`src/core/fsr_cfg.svh`:
```
/*
 * Constants of the suspend and resume sequencer: instruction codes,
 * discovery table words, timing figures and bus offsets.
 * Assumes a 250 MHz core clock.
 */
`ifndef FSR_CFG_SVH
`define FSR_CFG_SVH

`define FSR_CLK_MHZ 250
`define FSR_OP_SUSPEND 8'h75
`define FSR_OP_RESUME 8'h7a
`define FSR_OP_ERASE 8'h20
`define FSR_OP_PROGRAM 8'h02
// Latency field: unit 8 us (code 2'b10), count 5'b00100, so (4+1)*8 = 40 us.
`define FSR_LAT_UNIT 2'h2
`define FSR_LAT_COUNT 5'h04
`define FSR_LAT_US 40
`define FSR_LAT_CYC ((`FSR_LAT_US * `FSR_CLK_MHZ))
// Interval field: count 4'b0001, so (1+1)*64 = 128 us.
`define FSR_INT_COUNT 4'h1
`define FSR_INT_US 128
`define FSR_INT_CYC ((`FSR_INT_US * `FSR_CLK_MHZ))
`define FSR_RSVD_BIT 1'h1
`define FSR_PROHIB_ERS 4'hc
`define FSR_PROHIB_PGM 4'hc
`define FSR_DW12 32'h441883cc
`define FSR_DW13 32'h757a757a
// Register byte offsets on the bus.
`define FSR_REG_CMD 32'h00
`define FSR_REG_STAT 32'h04
`define FSR_REG_DW12 32'h08
`define FSR_REG_DW13 32'h0c
`define FSR_REG_TIMER 32'h10
`define FSR_STAT_W 8

`endif

```
`src/core/fsr_pkg.sv`:
```
/*
 * Types of the suspend and resume sequencer.
 * Assumes fsr_cfg.svh is compiled with it.
 */
package fsr_pkg;
    typedef enum logic [5:0] {
        FSR_IDLE = 6'h01,
        FSR_ERASE = 6'h02,
        FSR_PROGRAM = 6'h04,
        FSR_E_HALT = 6'h08,
        FSR_P_HALT = 6'h10,
        FSR_SUSP = 6'h20
    } fsr_state_t;

    typedef struct packed {
        logic [1:0] trans;
        logic write;
        logic [31:0] addr;
    } fsr_ahb_req_t;

    typedef struct packed {
        fsr_state_t st;
        logic susp_erase;
        logic [15:0] lat_cnt;
        logic [15:0] int_cnt;
        logic dphase;
        logic dwrite;
        logic [31:0] daddr;
        logic [31:0] rdata;
        logic [7:0] last_op;
        logic ignored;
    } fsr_regs_t;
endpackage : fsr_pkg

```
`src/core/fsr_seq.sv`:
```
/*
 * Suspend and resume sequencer of a serial flash, reached over AHB-Lite.
 * Software writes one-byte instruction codes to the command register;
 * the block tracks an erase or program, its suspension and resumption,
 * and exposes the discovery table words. Assumes a single-master bus.
 */
// The register addresses and register access over AHB-Lite are this design's own decisions.
`timescale 1ns/1ps
`include "fsr_cfg.svh"

module fsr_seq
    import fsr_pkg::*;
(
    input wire logic i_clk,
    input wire logic i_rst_b,
    input wire logic i_hsel,
    input wire logic [31:0] i_haddr,
    input wire logic [1:0] i_htrans,
    input wire logic i_hwrite,
    input wire logic [2:0] i_hsize,
    input wire logic [31:0] i_hwdata,
    input wire logic i_hready,
    output logic [31:0] o_hrdata,
    output logic o_hreadyout,
    output logic o_hresp,
    output logic o_busy,
    output logic o_suspended
);

    // ********************************************************
    // Constants
    // ********************************************************
    localparam logic [15:0] LAT_CYC = 16'(`FSR_LAT_CYC);
    localparam logic [15:0] INT_CYC = 16'(`FSR_INT_CYC);

    fsr_regs_t r;
    fsr_regs_t next_r;
    fsr_ahb_req_t req;

    function automatic logic [31:0] read_mux(input logic [31:0] a, input fsr_regs_t s);
        logic [31:0] v;
        v = 32'h0;
        unique case (a[7:0])
            8'(`FSR_REG_CMD): v = {24'h0, s.last_op};
            8'(`FSR_REG_STAT): v = {26'h0, s.ignored, s.susp_erase,
                                   (s.st == FSR_SUSP), (s.st != FSR_IDLE && s.st != FSR_SUSP),
                                   (s.int_cnt != 16'h0), (s.st == FSR_E_HALT || s.st == FSR_P_HALT)};
            8'(`FSR_REG_DW12): v = {1'b0, `FSR_LAT_UNIT, `FSR_LAT_COUNT, `FSR_INT_COUNT,
                                   `FSR_LAT_UNIT, `FSR_LAT_COUNT, `FSR_INT_COUNT,
                                   `FSR_RSVD_BIT, `FSR_PROHIB_ERS, `FSR_PROHIB_PGM};
            8'(`FSR_REG_DW13): v = `FSR_DW13;
            8'(`FSR_REG_TIMER): v = {s.lat_cnt, s.int_cnt};
            default: v = 32'h0;
        endcase
        return v;
    endfunction : read_mux

    // ********************************************************
    // Bus and sequencer
    // ********************************************************
    logic cmd_wr;
    logic [7:0] op;

    always_comb begin
        req = '{trans: i_htrans, write: i_hwrite, addr: i_haddr};
        next_r = r;
        cmd_wr = r.dphase && r.dwrite && (r.daddr[7:0] == 8'(`FSR_REG_CMD));
        op = i_hwdata[7:0];
        next_r.dphase = i_hsel && i_hready && req.trans[1];
        next_r.dwrite = req.write;
        next_r.daddr = req.addr;
        if (i_hsel && i_hready && req.trans[1] && !req.write) begin
            next_r.rdata = read_mux(req.addr, r);
        end
        if (r.lat_cnt != 16'h0) begin
            next_r.lat_cnt = r.lat_cnt - 16'h1;
        end
        if (r.int_cnt != 16'h0) begin
            next_r.int_cnt = r.int_cnt - 16'h1;
        end
        unique case (r.st)
            // erase halt completes when latency counter ends
            FSR_E_HALT: if (r.lat_cnt == 16'h1) begin
                next_r.st = FSR_SUSP;
            end
            // program halt completes the same way
            FSR_P_HALT: if (r.lat_cnt == 16'h1) begin
                next_r.st = FSR_SUSP;
            end
            default: ;
        endcase
        if (cmd_wr) begin
            next_r.last_op = op;
            next_r.ignored = 1'b0;
            unique case (r.st)
                FSR_IDLE: begin
                    if (op == `FSR_OP_ERASE) begin
                        next_r.st = FSR_ERASE;
                    end else if (op == `FSR_OP_PROGRAM) begin
                        next_r.st = FSR_PROGRAM;
                    end else if (op == `FSR_OP_RESUME) begin
                        // resume with nothing suspended is dropped
                        next_r.ignored = 1'b1;
                    end
                end
                FSR_ERASE: if (op == `FSR_OP_SUSPEND) begin
                    next_r.st = FSR_E_HALT;
                    next_r.susp_erase = 1'b1;
                    next_r.lat_cnt = LAT_CYC;
                end
                FSR_PROGRAM: if (op == `FSR_OP_SUSPEND) begin
                    next_r.st = FSR_P_HALT;
                    next_r.susp_erase = 1'b0;
                    next_r.lat_cnt = LAT_CYC;
                end
                FSR_SUSP: if (op == `FSR_OP_RESUME) begin
                    // interval timer shows when re-suspend is allowed
                    next_r.st = r.susp_erase ? FSR_ERASE : FSR_PROGRAM;
                    next_r.int_cnt = INT_CYC;
                end
                default: ;
            endcase
        end
        // The array completing its operation is modelled by a write of
        // zero to the command register; no array timing lives here.
        if (cmd_wr && op == 8'h00 && (r.st == FSR_ERASE || r.st == FSR_PROGRAM)) begin
            next_r.st = FSR_IDLE;
        end
    end

    always_ff @(posedge i_clk) begin
        if (!i_rst_b) begin
            r <= '{st: FSR_IDLE, default: '0};
        end else begin
            r <= next_r;
        end
    end

    assign o_hrdata = r.rdata;
    assign o_hreadyout = 1'b1;
    assign o_hresp = 1'b0;
    assign o_busy = (r.st != FSR_IDLE) && (r.st != FSR_SUSP);
    assign o_suspended = (r.st == FSR_SUSP);

    // ********************************************************
    // Checks
    // ********************************************************
    // The discovery word as software would read it, for the field checks below.
    logic [31:0] dw12_view;

    assign dw12_view = read_mux(`FSR_REG_DW12, r);

    // The latency counter is the helper count of a halt: it starts at no more than
    // 40 us (10000 cycles at 250 MHz), falls by one each cycle, and a halt may never
    // outlive it, so no halt lasts longer than the bound.
    a_erase_halt_bound: assert property (@(posedge i_clk) disable iff (!i_rst_b)
        r.st == FSR_E_HALT |-> r.lat_cnt != 16'h0 && r.lat_cnt <= 16'h2710)
        else $error("erase suspend latency exceeded");
    a_prog_halt_bound: assert property (@(posedge i_clk) disable iff (!i_rst_b)
        r.st == FSR_P_HALT |-> r.lat_cnt != 16'h0 && r.lat_cnt <= 16'h2710)
        else $error("program suspend latency exceeded");
    a_halt_release: assert property (@(posedge i_clk) disable iff (!i_rst_b)
        (r.st == FSR_E_HALT || r.st == FSR_P_HALT) && r.lat_cnt == 16'h1 |=> o_suspended)
        else $error("halt did not end in suspension");
    a_resume_interval: assert property (@(posedge i_clk) disable iff (!i_rst_b)
        r.st == FSR_SUSP && cmd_wr && op == `FSR_OP_RESUME |=> r.int_cnt == INT_CYC)
        else $error("resume interval not started");
    a_resume_target: assert property (@(posedge i_clk) disable iff (!i_rst_b)
        r.st == FSR_SUSP && cmd_wr && op == `FSR_OP_RESUME && !r.susp_erase
        |=> r.st == FSR_PROGRAM)
        else $error("program resume went wrong");
    a_erase_resume: assert property (@(posedge i_clk) disable iff (!i_rst_b)
        r.st == FSR_SUSP && cmd_wr && op == `FSR_OP_RESUME && r.susp_erase
        |=> r.st == FSR_ERASE)
        else $error("erase resume went wrong");
    a_idle_resume: assert property (@(posedge i_clk) disable iff (!i_rst_b)
        r.st == FSR_IDLE && cmd_wr && op == `FSR_OP_RESUME |=> r.st == FSR_IDLE && r.ignored)
        else $error("idle resume changed state");
    a_dword_value: assert property (@(posedge i_clk) disable iff (!i_rst_b)
        dw12_view == `FSR_DW12 && dw12_view[8] == 1'b1)
        else $error("discovery dword wrong");
    a_support_flag: assert property (@(posedge i_clk) disable iff (!i_rst_b)
        dw12_view[31] == 1'b0)
        else $error("support flag not zero");
    a_halt_busy: assert property (@(posedge i_clk) disable iff (!i_rst_b)
        r.st == FSR_E_HALT |-> o_busy && !o_suspended)
        else $error("halting but not busy");
    a_lat_field: assert property (@(posedge i_clk) disable iff (!i_rst_b)
        dw12_view[30:24] == 7'h44 && dw12_view[19:13] == 7'h44)
        else $error("latency field wrong");
    a_int_field: assert property (@(posedge i_clk) disable iff (!i_rst_b)
        dw12_view[23:20] == 4'h1 && dw12_view[12:9] == 4'h1)
        else $error("interval field wrong");

endmodule : fsr_seq

```
`config.mk`:
```
export PLATFORM = sky130hd
export DESIGN_NAME = fsr_seq
export DESIGN_NICKNAME = d
export VERILOG_FILES = /design/src/core/fsr_pkg.sv /design/src/core/fsr_seq.sv
export VERILOG_INCLUDE_DIRS = /design/src /design/src/core
export SDC_FILE = /design/constraint.sdc
export NUM_CORES = 1
export LEC_CHECK = 0
export BUFFER_PORTS_ARGS = -buffer_cell sky130_fd_sc_hd__clkbuf_2
export CAP_MARGIN = 40
export CORE_MARGIN = 2
export CORE_UTILIZATION = 46
export DETAILED_ROUTE_END_ITERATION = 8
export PLACE_DENSITY_LB_ADDON = 0.12
export SYNTH_ARGS = -nofsm -noshare
export SYNTH_HDL_FRONTEND = slang
export SYNTH_SLANG_ARGS = --single-unit
export TNS_END_PERCENT = 20
```
`constraint.sdc`:
```
create_clock -name i_clk -period 3.6 [get_ports i_clk]
set_input_delay 0.36 -clock i_clk [delete_from_list [all_inputs] [get_ports i_clk]]
set_output_delay 0.36 -clock i_clk [all_outputs]
set_load 0.05 [all_outputs]
```
== Word-level counts from Yosys, hierarchy flattened ==
Cells that the tools add are included.

* Flip-flop bits (word level): 90
* Bits in latches: 0
* Memory bits (writable): 0
* Memory bits (read-only): 0
* Input port bits: 74
* Output and inout bits: 36
* Word-level logic and storage cells: 72
* Memories: 0

* Add/subtract/negate cells: 2
* $mul: 0
* Divide/modulo/power cells: 0
* $lt $le $gt $ge: 0
* Eq/ne operators: 19
* Shift operators: 0
* Mux-type cells: 20
* Bitwise operators: 1
* Reductions and logical operators: 20

{| class="wikitable"
|+ Operator list
! kind !! number
|-
| case mux 32 bit (5 select lines) || 1
|-
| two-way mux 16 bit || 4
|-
| two-way mux 23 bit || 2
|-
| two-way mux 39 bit || 1
|-
| case mux 17 bit (2 select lines) || 1
|-
| nonzero test 16 bit || 2
|-
| subtractor 16 x 1 -> 16 bit (second input constant) || 2
|-
| two-way mux 6 bit || 5
|-
| zero test 8 bit || 3
|-
| case mux 6 bit (4 select lines) || 1
|-
| equality test 16 x 1 -> 1 bit (second input constant) || 1
|-
| equality test 8 x 4 -> 1 bit (second input constant) || 2
|-
| equality test 8 x 7 -> 1 bit (second input constant) || 2
|-
| equality test 8 x 2 -> 1 bit (second input constant) || 1
|-
| equality test 8 x 3 -> 1 bit (second input constant) || 1
|-
| equality test 8 x 5 -> 1 bit (second input constant) || 1
|-
| equality test 8 x 6 -> 1 bit (second input constant) || 1
|-
| logical AND 1 bit || 8
|-
| equality test 6 x 1 -> 1 bit (second input constant) || 1
|-
| equality test 6 x 2 -> 1 bit (second input constant) || 1
|-
| equality test 6 x 3 -> 1 bit (second input constant) || 1
|-
| equality test 6 x 4 -> 1 bit (second input constant) || 1
|-
| equality test 6 x 5 -> 1 bit (second input constant) || 1
|-
| equality test 6 bit (second input constant) || 1
|-
| 11 further kinds || 17
|}

== Depth between registers and ports, before layout ==
* Word-level depth: 7
* Gate-level depth with buffers: 8
* Gate-level depth less buffers: 7

== Least setup slack after synthesis ==
Ideal clock, no wire load.

* Path kind: input -> register
* Start: in i_haddr[0]
* End: reg r (netlist bit o_hrdata[12])
* Setup time: 0.069 ns
* Arrival time: 2.020 ns
* Required time: 3.531 ns
* Setup slack: 1.511 ns
* Cell stages on the path: 6
* Path buffers: 2
* Cell sequence: or4_4 > or2_4 > or4_4 > buf_6 > buf_8 > o21ai_1

* Cells in the longest elaborated chain, start to end: 2
* Elaborated cells between the ends (all ways): 6
* Those cells by class: 4 x eq/ne; 1 x mux; 1 x reduce/logical

{| class="wikitable"
|+ Ends and longest elaborated chain
! item !! line !! text
|-
| start: declaration || fsr_seq.sv:17 || <nowiki>input wire logic [31:0] i_haddr,</nowiki>
|-
| equality test 8 x 5 -> 1 bit, or another cell as far along || fsr_seq.sv:43 || <nowiki>unique case (a[7:0])</nowiki>
|-
| case mux 32 bit (5 select lines) (*) || fsr_seq.sv:43 ||
|-
| end signal: assignment || fsr_seq.sv:135 || <nowiki>r <= next_r;</nowiki>
|-
| end: declaration || fsr_seq.sv:36 || <nowiki>fsr_regs_t r;</nowiki>
|}

Mark *: on every way between the ends. The rest lies on a longest branch, timed or not.
A chain may end at the register's enable or synchronous reset.

== Worst setup path in the final report ==
* Start: reg r[108] (netlist name)
* End: reg r[102] (netlist name)

* Cells in the longest elaborated chain, start to end: 3
* Elaborated cells between the ends (all ways): 4
* Those cells by class: 2 x eq/ne; 2 x mux

{| class="wikitable"
|+ Ends and longest elaborated chain
! item !! line !! text
|-
| equality test 6 x 3 -> 1 bit / equality test 6 x 2 -> 1 bit (equally long branches) || fsr_seq.sv:95 || <nowiki>unique case (r.st)</nowiki>
|-
| case mux 17 bit (2 select lines) (*) || fsr_seq.sv:95 ||
|-
| two-way mux 39 bit (*) || fsr_seq.sv:92 || <nowiki>if (cmd_wr) begin</nowiki>
|}

Marks and branches as above.

==> flow_metrics.tcl <==
set metrics [dict create \
    yosysTopAreaCellShare 0.409 \
    cp-endpoint "r[102]$_SDFF_PN0_" \
    drive_gt1_frac 0.175 \
    synthFlopType "dfxtp_1" \
    startpoint "r[108]$_SDFF_PP1_" \
    routabilityCongestion 0.893 \
    initial_core_util 0.476 \
    fmax_mhz 425 \
    crit-reg2reg-launch "r[108]$_SDFF_PP1_" \
    place_inst 655 \
    dp_hpwl_um 7180 \
    wire_per_inst_um 14.6 \
    grt_antenna_before_repair 0 \
    wl_um 9830 \
    rsz0062_at_grt "false" \
    grt_first_pass_wirelength_um 16400 \
    dr.pass1.iters 4 \
    ant_nets 0 \
    cts_sinks 90 \
    max-cap-violations 0 \
    crit_arrival_ps 2610 \
    endpoint_kind "flip-flop" \
    ys_async_sr_fraction 0 \
    grt_pass1_vias 3333 \
    cts_made_buffers 9 \
    ir_drop_v 0.000301 \
    reg2reg_depth 5 \
    drc 0 \
    cts_max_level 3 \
    clkTransAtPathRegs_ps 90 \
    antenna_cells 0 \
    final.period_utilization 0.653 \
    stdcell_count 671 \
    cpMaxStageDelayCell "or4_1" \
    grt_max_degree 29 \
    synthCells 523 \
    rrSetupSlack_ps 1250 \
    netlist_area_mm2 0.00440 \
    cts_resized 0 \
    cts_tree "done" \
    worstMarginPinSlew_ps 739 \
    seq_area_frac_synth 0.409 \
    yosysTopAreaCell "dfxtp_1" \
    fp-row-count 35 \
    grt.overflow.total 0 \
    drt_iter0_markers 107 \
    ctsRootBufferMaster "clkbuf_8" \
    die_x_um 102 \
    coreArea_mm2 0.00924 \
    io_buffers 55 \
    outcome "finished, final reports clean" \
    power_mw 3.12 \
    fp.dieArea_mm2 0.0104 \
    fp.dieH_um 102 \
    cts_hold_buf 0 \
    ys_types 62 \
    insertion_delay_ps 360 \
    power_density_mw_per_mm2 662 \
    yosysMostFrequentCell "dfxtp_1" \
    r2r_end "r[102]$_SDFF_PN0_" \
    viasPerCell 5.33 \
    slew-limit-headroom 0.503 \
    finalHoldViolations 0 \
    path_max_fanout 11 \
    hold_path_class "input pin to flip-flop" \
    clock_skew_ps 7.27 \
    ys_warn_count 0 \
    cts_setup_buffers 0 \
    area_delta_synth_final_pct 6.99 \
    track_usage 0.202 \
    period_minus_slack_ps 2350 \
    nNetsFinal 614 \
    critPathLaunchType "flip-flop" \
    crit_chain "or4_4 > o21bai_4 > or4_1 > nand2_2 > o21ba_1" \
    power.leakage_nw 1.86 \
    cp_data_required_time_ps 3860 \
    synth_edf_count 0 \
    worstSetupPathType "flip-flop to flip-flop" \
    synthesis.area_per_instance_um2 8.41 \
    synthTopCellsByCount "dfxtp_1 (90), nor2_1 (50), a21oi_1 (45), nand2_1 (45), buf_4 (34)" \
    vias 3579 \
    cpPeakStageDelay_ps 680 \
    syn_nets 600 \
    finalSetupTns_ps 0 \
    final_max_slew_viol_count 0 \
    finalSetupViolCount 0 \
    synthTopCellsByArea "dfxtp_1 (41%), buf_4 (5.8%), a21oi_1 (5.1%)" \
    ys_ff_latch 90 \
    clockBufferDepth 2 \
    io_pins 110 \
]
==> final cells by class <==
type	count	area, um^2
clock buffer	10	128
clock inverter	6	67.6
fill	953	4530
inverter	13	48.8
multi-input combinational	361	2170
sequential	90	1800
tap	129	161
timing repair buffer	62	328
==> registers in the layout, indices dropped and copies added (netlist names) <==
name and count:
r 58, o_hrdata 32
==> logic make-up (layout without fill, tap and decap cells) <==
group / after synthesis / in the layout / synth area share
and+or+nand+nor: 206 / 206 / 0.249
AOI/OAI and AO/OA: 112 / 112 / 0.156
DFF: 90 / 90 / 0.409
buffers and inverters: 72 / 91 / 0.0967
xor gates and xnor gates: 26 / 26 / 0.0517
muxes: 12 / 12 / 0.0276
adders and majority gates: 3 / 3 / 0.00853
other: 2 / 2 / 0.00171
==> report_power, final <==
part / leakage (nW) / internal (mW) / total (mW) / switching, mW
clock: 0.0925 / 0.322 / 0.686 / 0.364
sequential: 0.733 / 1.15 / 1.37 / 0.224
combinational: 1.03 / 0.463 / 1.06 / 0.597
==> per-stage QoR <==
stage	area (um^2)	hold slack, ps	util	setup WS, ps
6_report	4710	218	0.510	1250
5_1_grt	4710	218	0.510	1070
4_1_cts	4710	205	0.510	1250
3_5_place_dp	4510	443	0.488	1210
3_3_place_gp	4510	439	0.488	1220
2_1_floorplan	4400	426	-	1510
==> critical path: cells and delay by family, from the launching register on <==
| family | cells | cell delay (ps) |
|---|---|---|
| AO/OA/AOI/OAI | 2 | 390 |
| flip-flops | 1 | 360 |
| AND/OR/NAND/NOR | 3 | 1500 |
==> worst min-delay path by stage <==
stage                                     end  slack [ps]                       from  depth (start not counted)
floorplan           o_hrdata[10]$_SDFFE_PN0P_         430  o_hrdata[10]$_SDFFE_PN0P_                          2
global placement    o_hrdata[25]$_SDFFE_PN0P_         440  o_hrdata[25]$_SDFFE_PN0P_                          2
detailed placement  o_hrdata[24]$_SDFFE_PN0P_         440  o_hrdata[24]$_SDFFE_PN0P_                          2
CTS                          r[47]$_SDFF_PN0_         210                 i_haddr[6]                          2
global route                 r[47]$_SDFF_PN0_         220                 i_haddr[6]                          2
finish                       r[47]$_SDFF_PN0_         220                 i_haddr[6]                          2
==> routing by layer <==
layer,GRT usage,wire [um]
met4,0.0707,89
met5,0,0
met2,0.340,4820
met3,0.0290,467
met1,0.264,4450
==> cells in the final DEF, fill, tap and decap left out, types with 3 or more instances in the layout <==
| cell type | count |
|---|---|
| nor3_1 | 11 |
| clkbuf_2 | 55 |
| a21oi_1 | 45 |
| or3_1 | 7 |
| buf_4 | 7 |
| nand2_1 | 45 |
| dfxtp_1 | 90 |
| a211oi_1 | 3 |
| nand3_1 | 18 |
| and3_1 | 3 |
| o21ai_0 | 24 |
| nor4_1 | 17 |
| or4_1 | 8 |
| o21ai_1 | 7 |
| mux2i_1 | 11 |
| xor2_1 | 17 |
| o21ai_2 | 3 |
| xnor2_1 | 9 |
| nand4_1 | 5 |
| nor2_1 | 50 |
| clkbuf_8 | 9 |
| or4_4 | 3 |
| o211ai_1 | 3 |
| a22oi_1 | 8 |
| inv_1 | 12 |
| and2_1 | 14 |
| nor3b_1 | 3 |
| nor2b_1 | 5 |
| ha_1 | 3 |
Power figures use the tool's default switching activity.
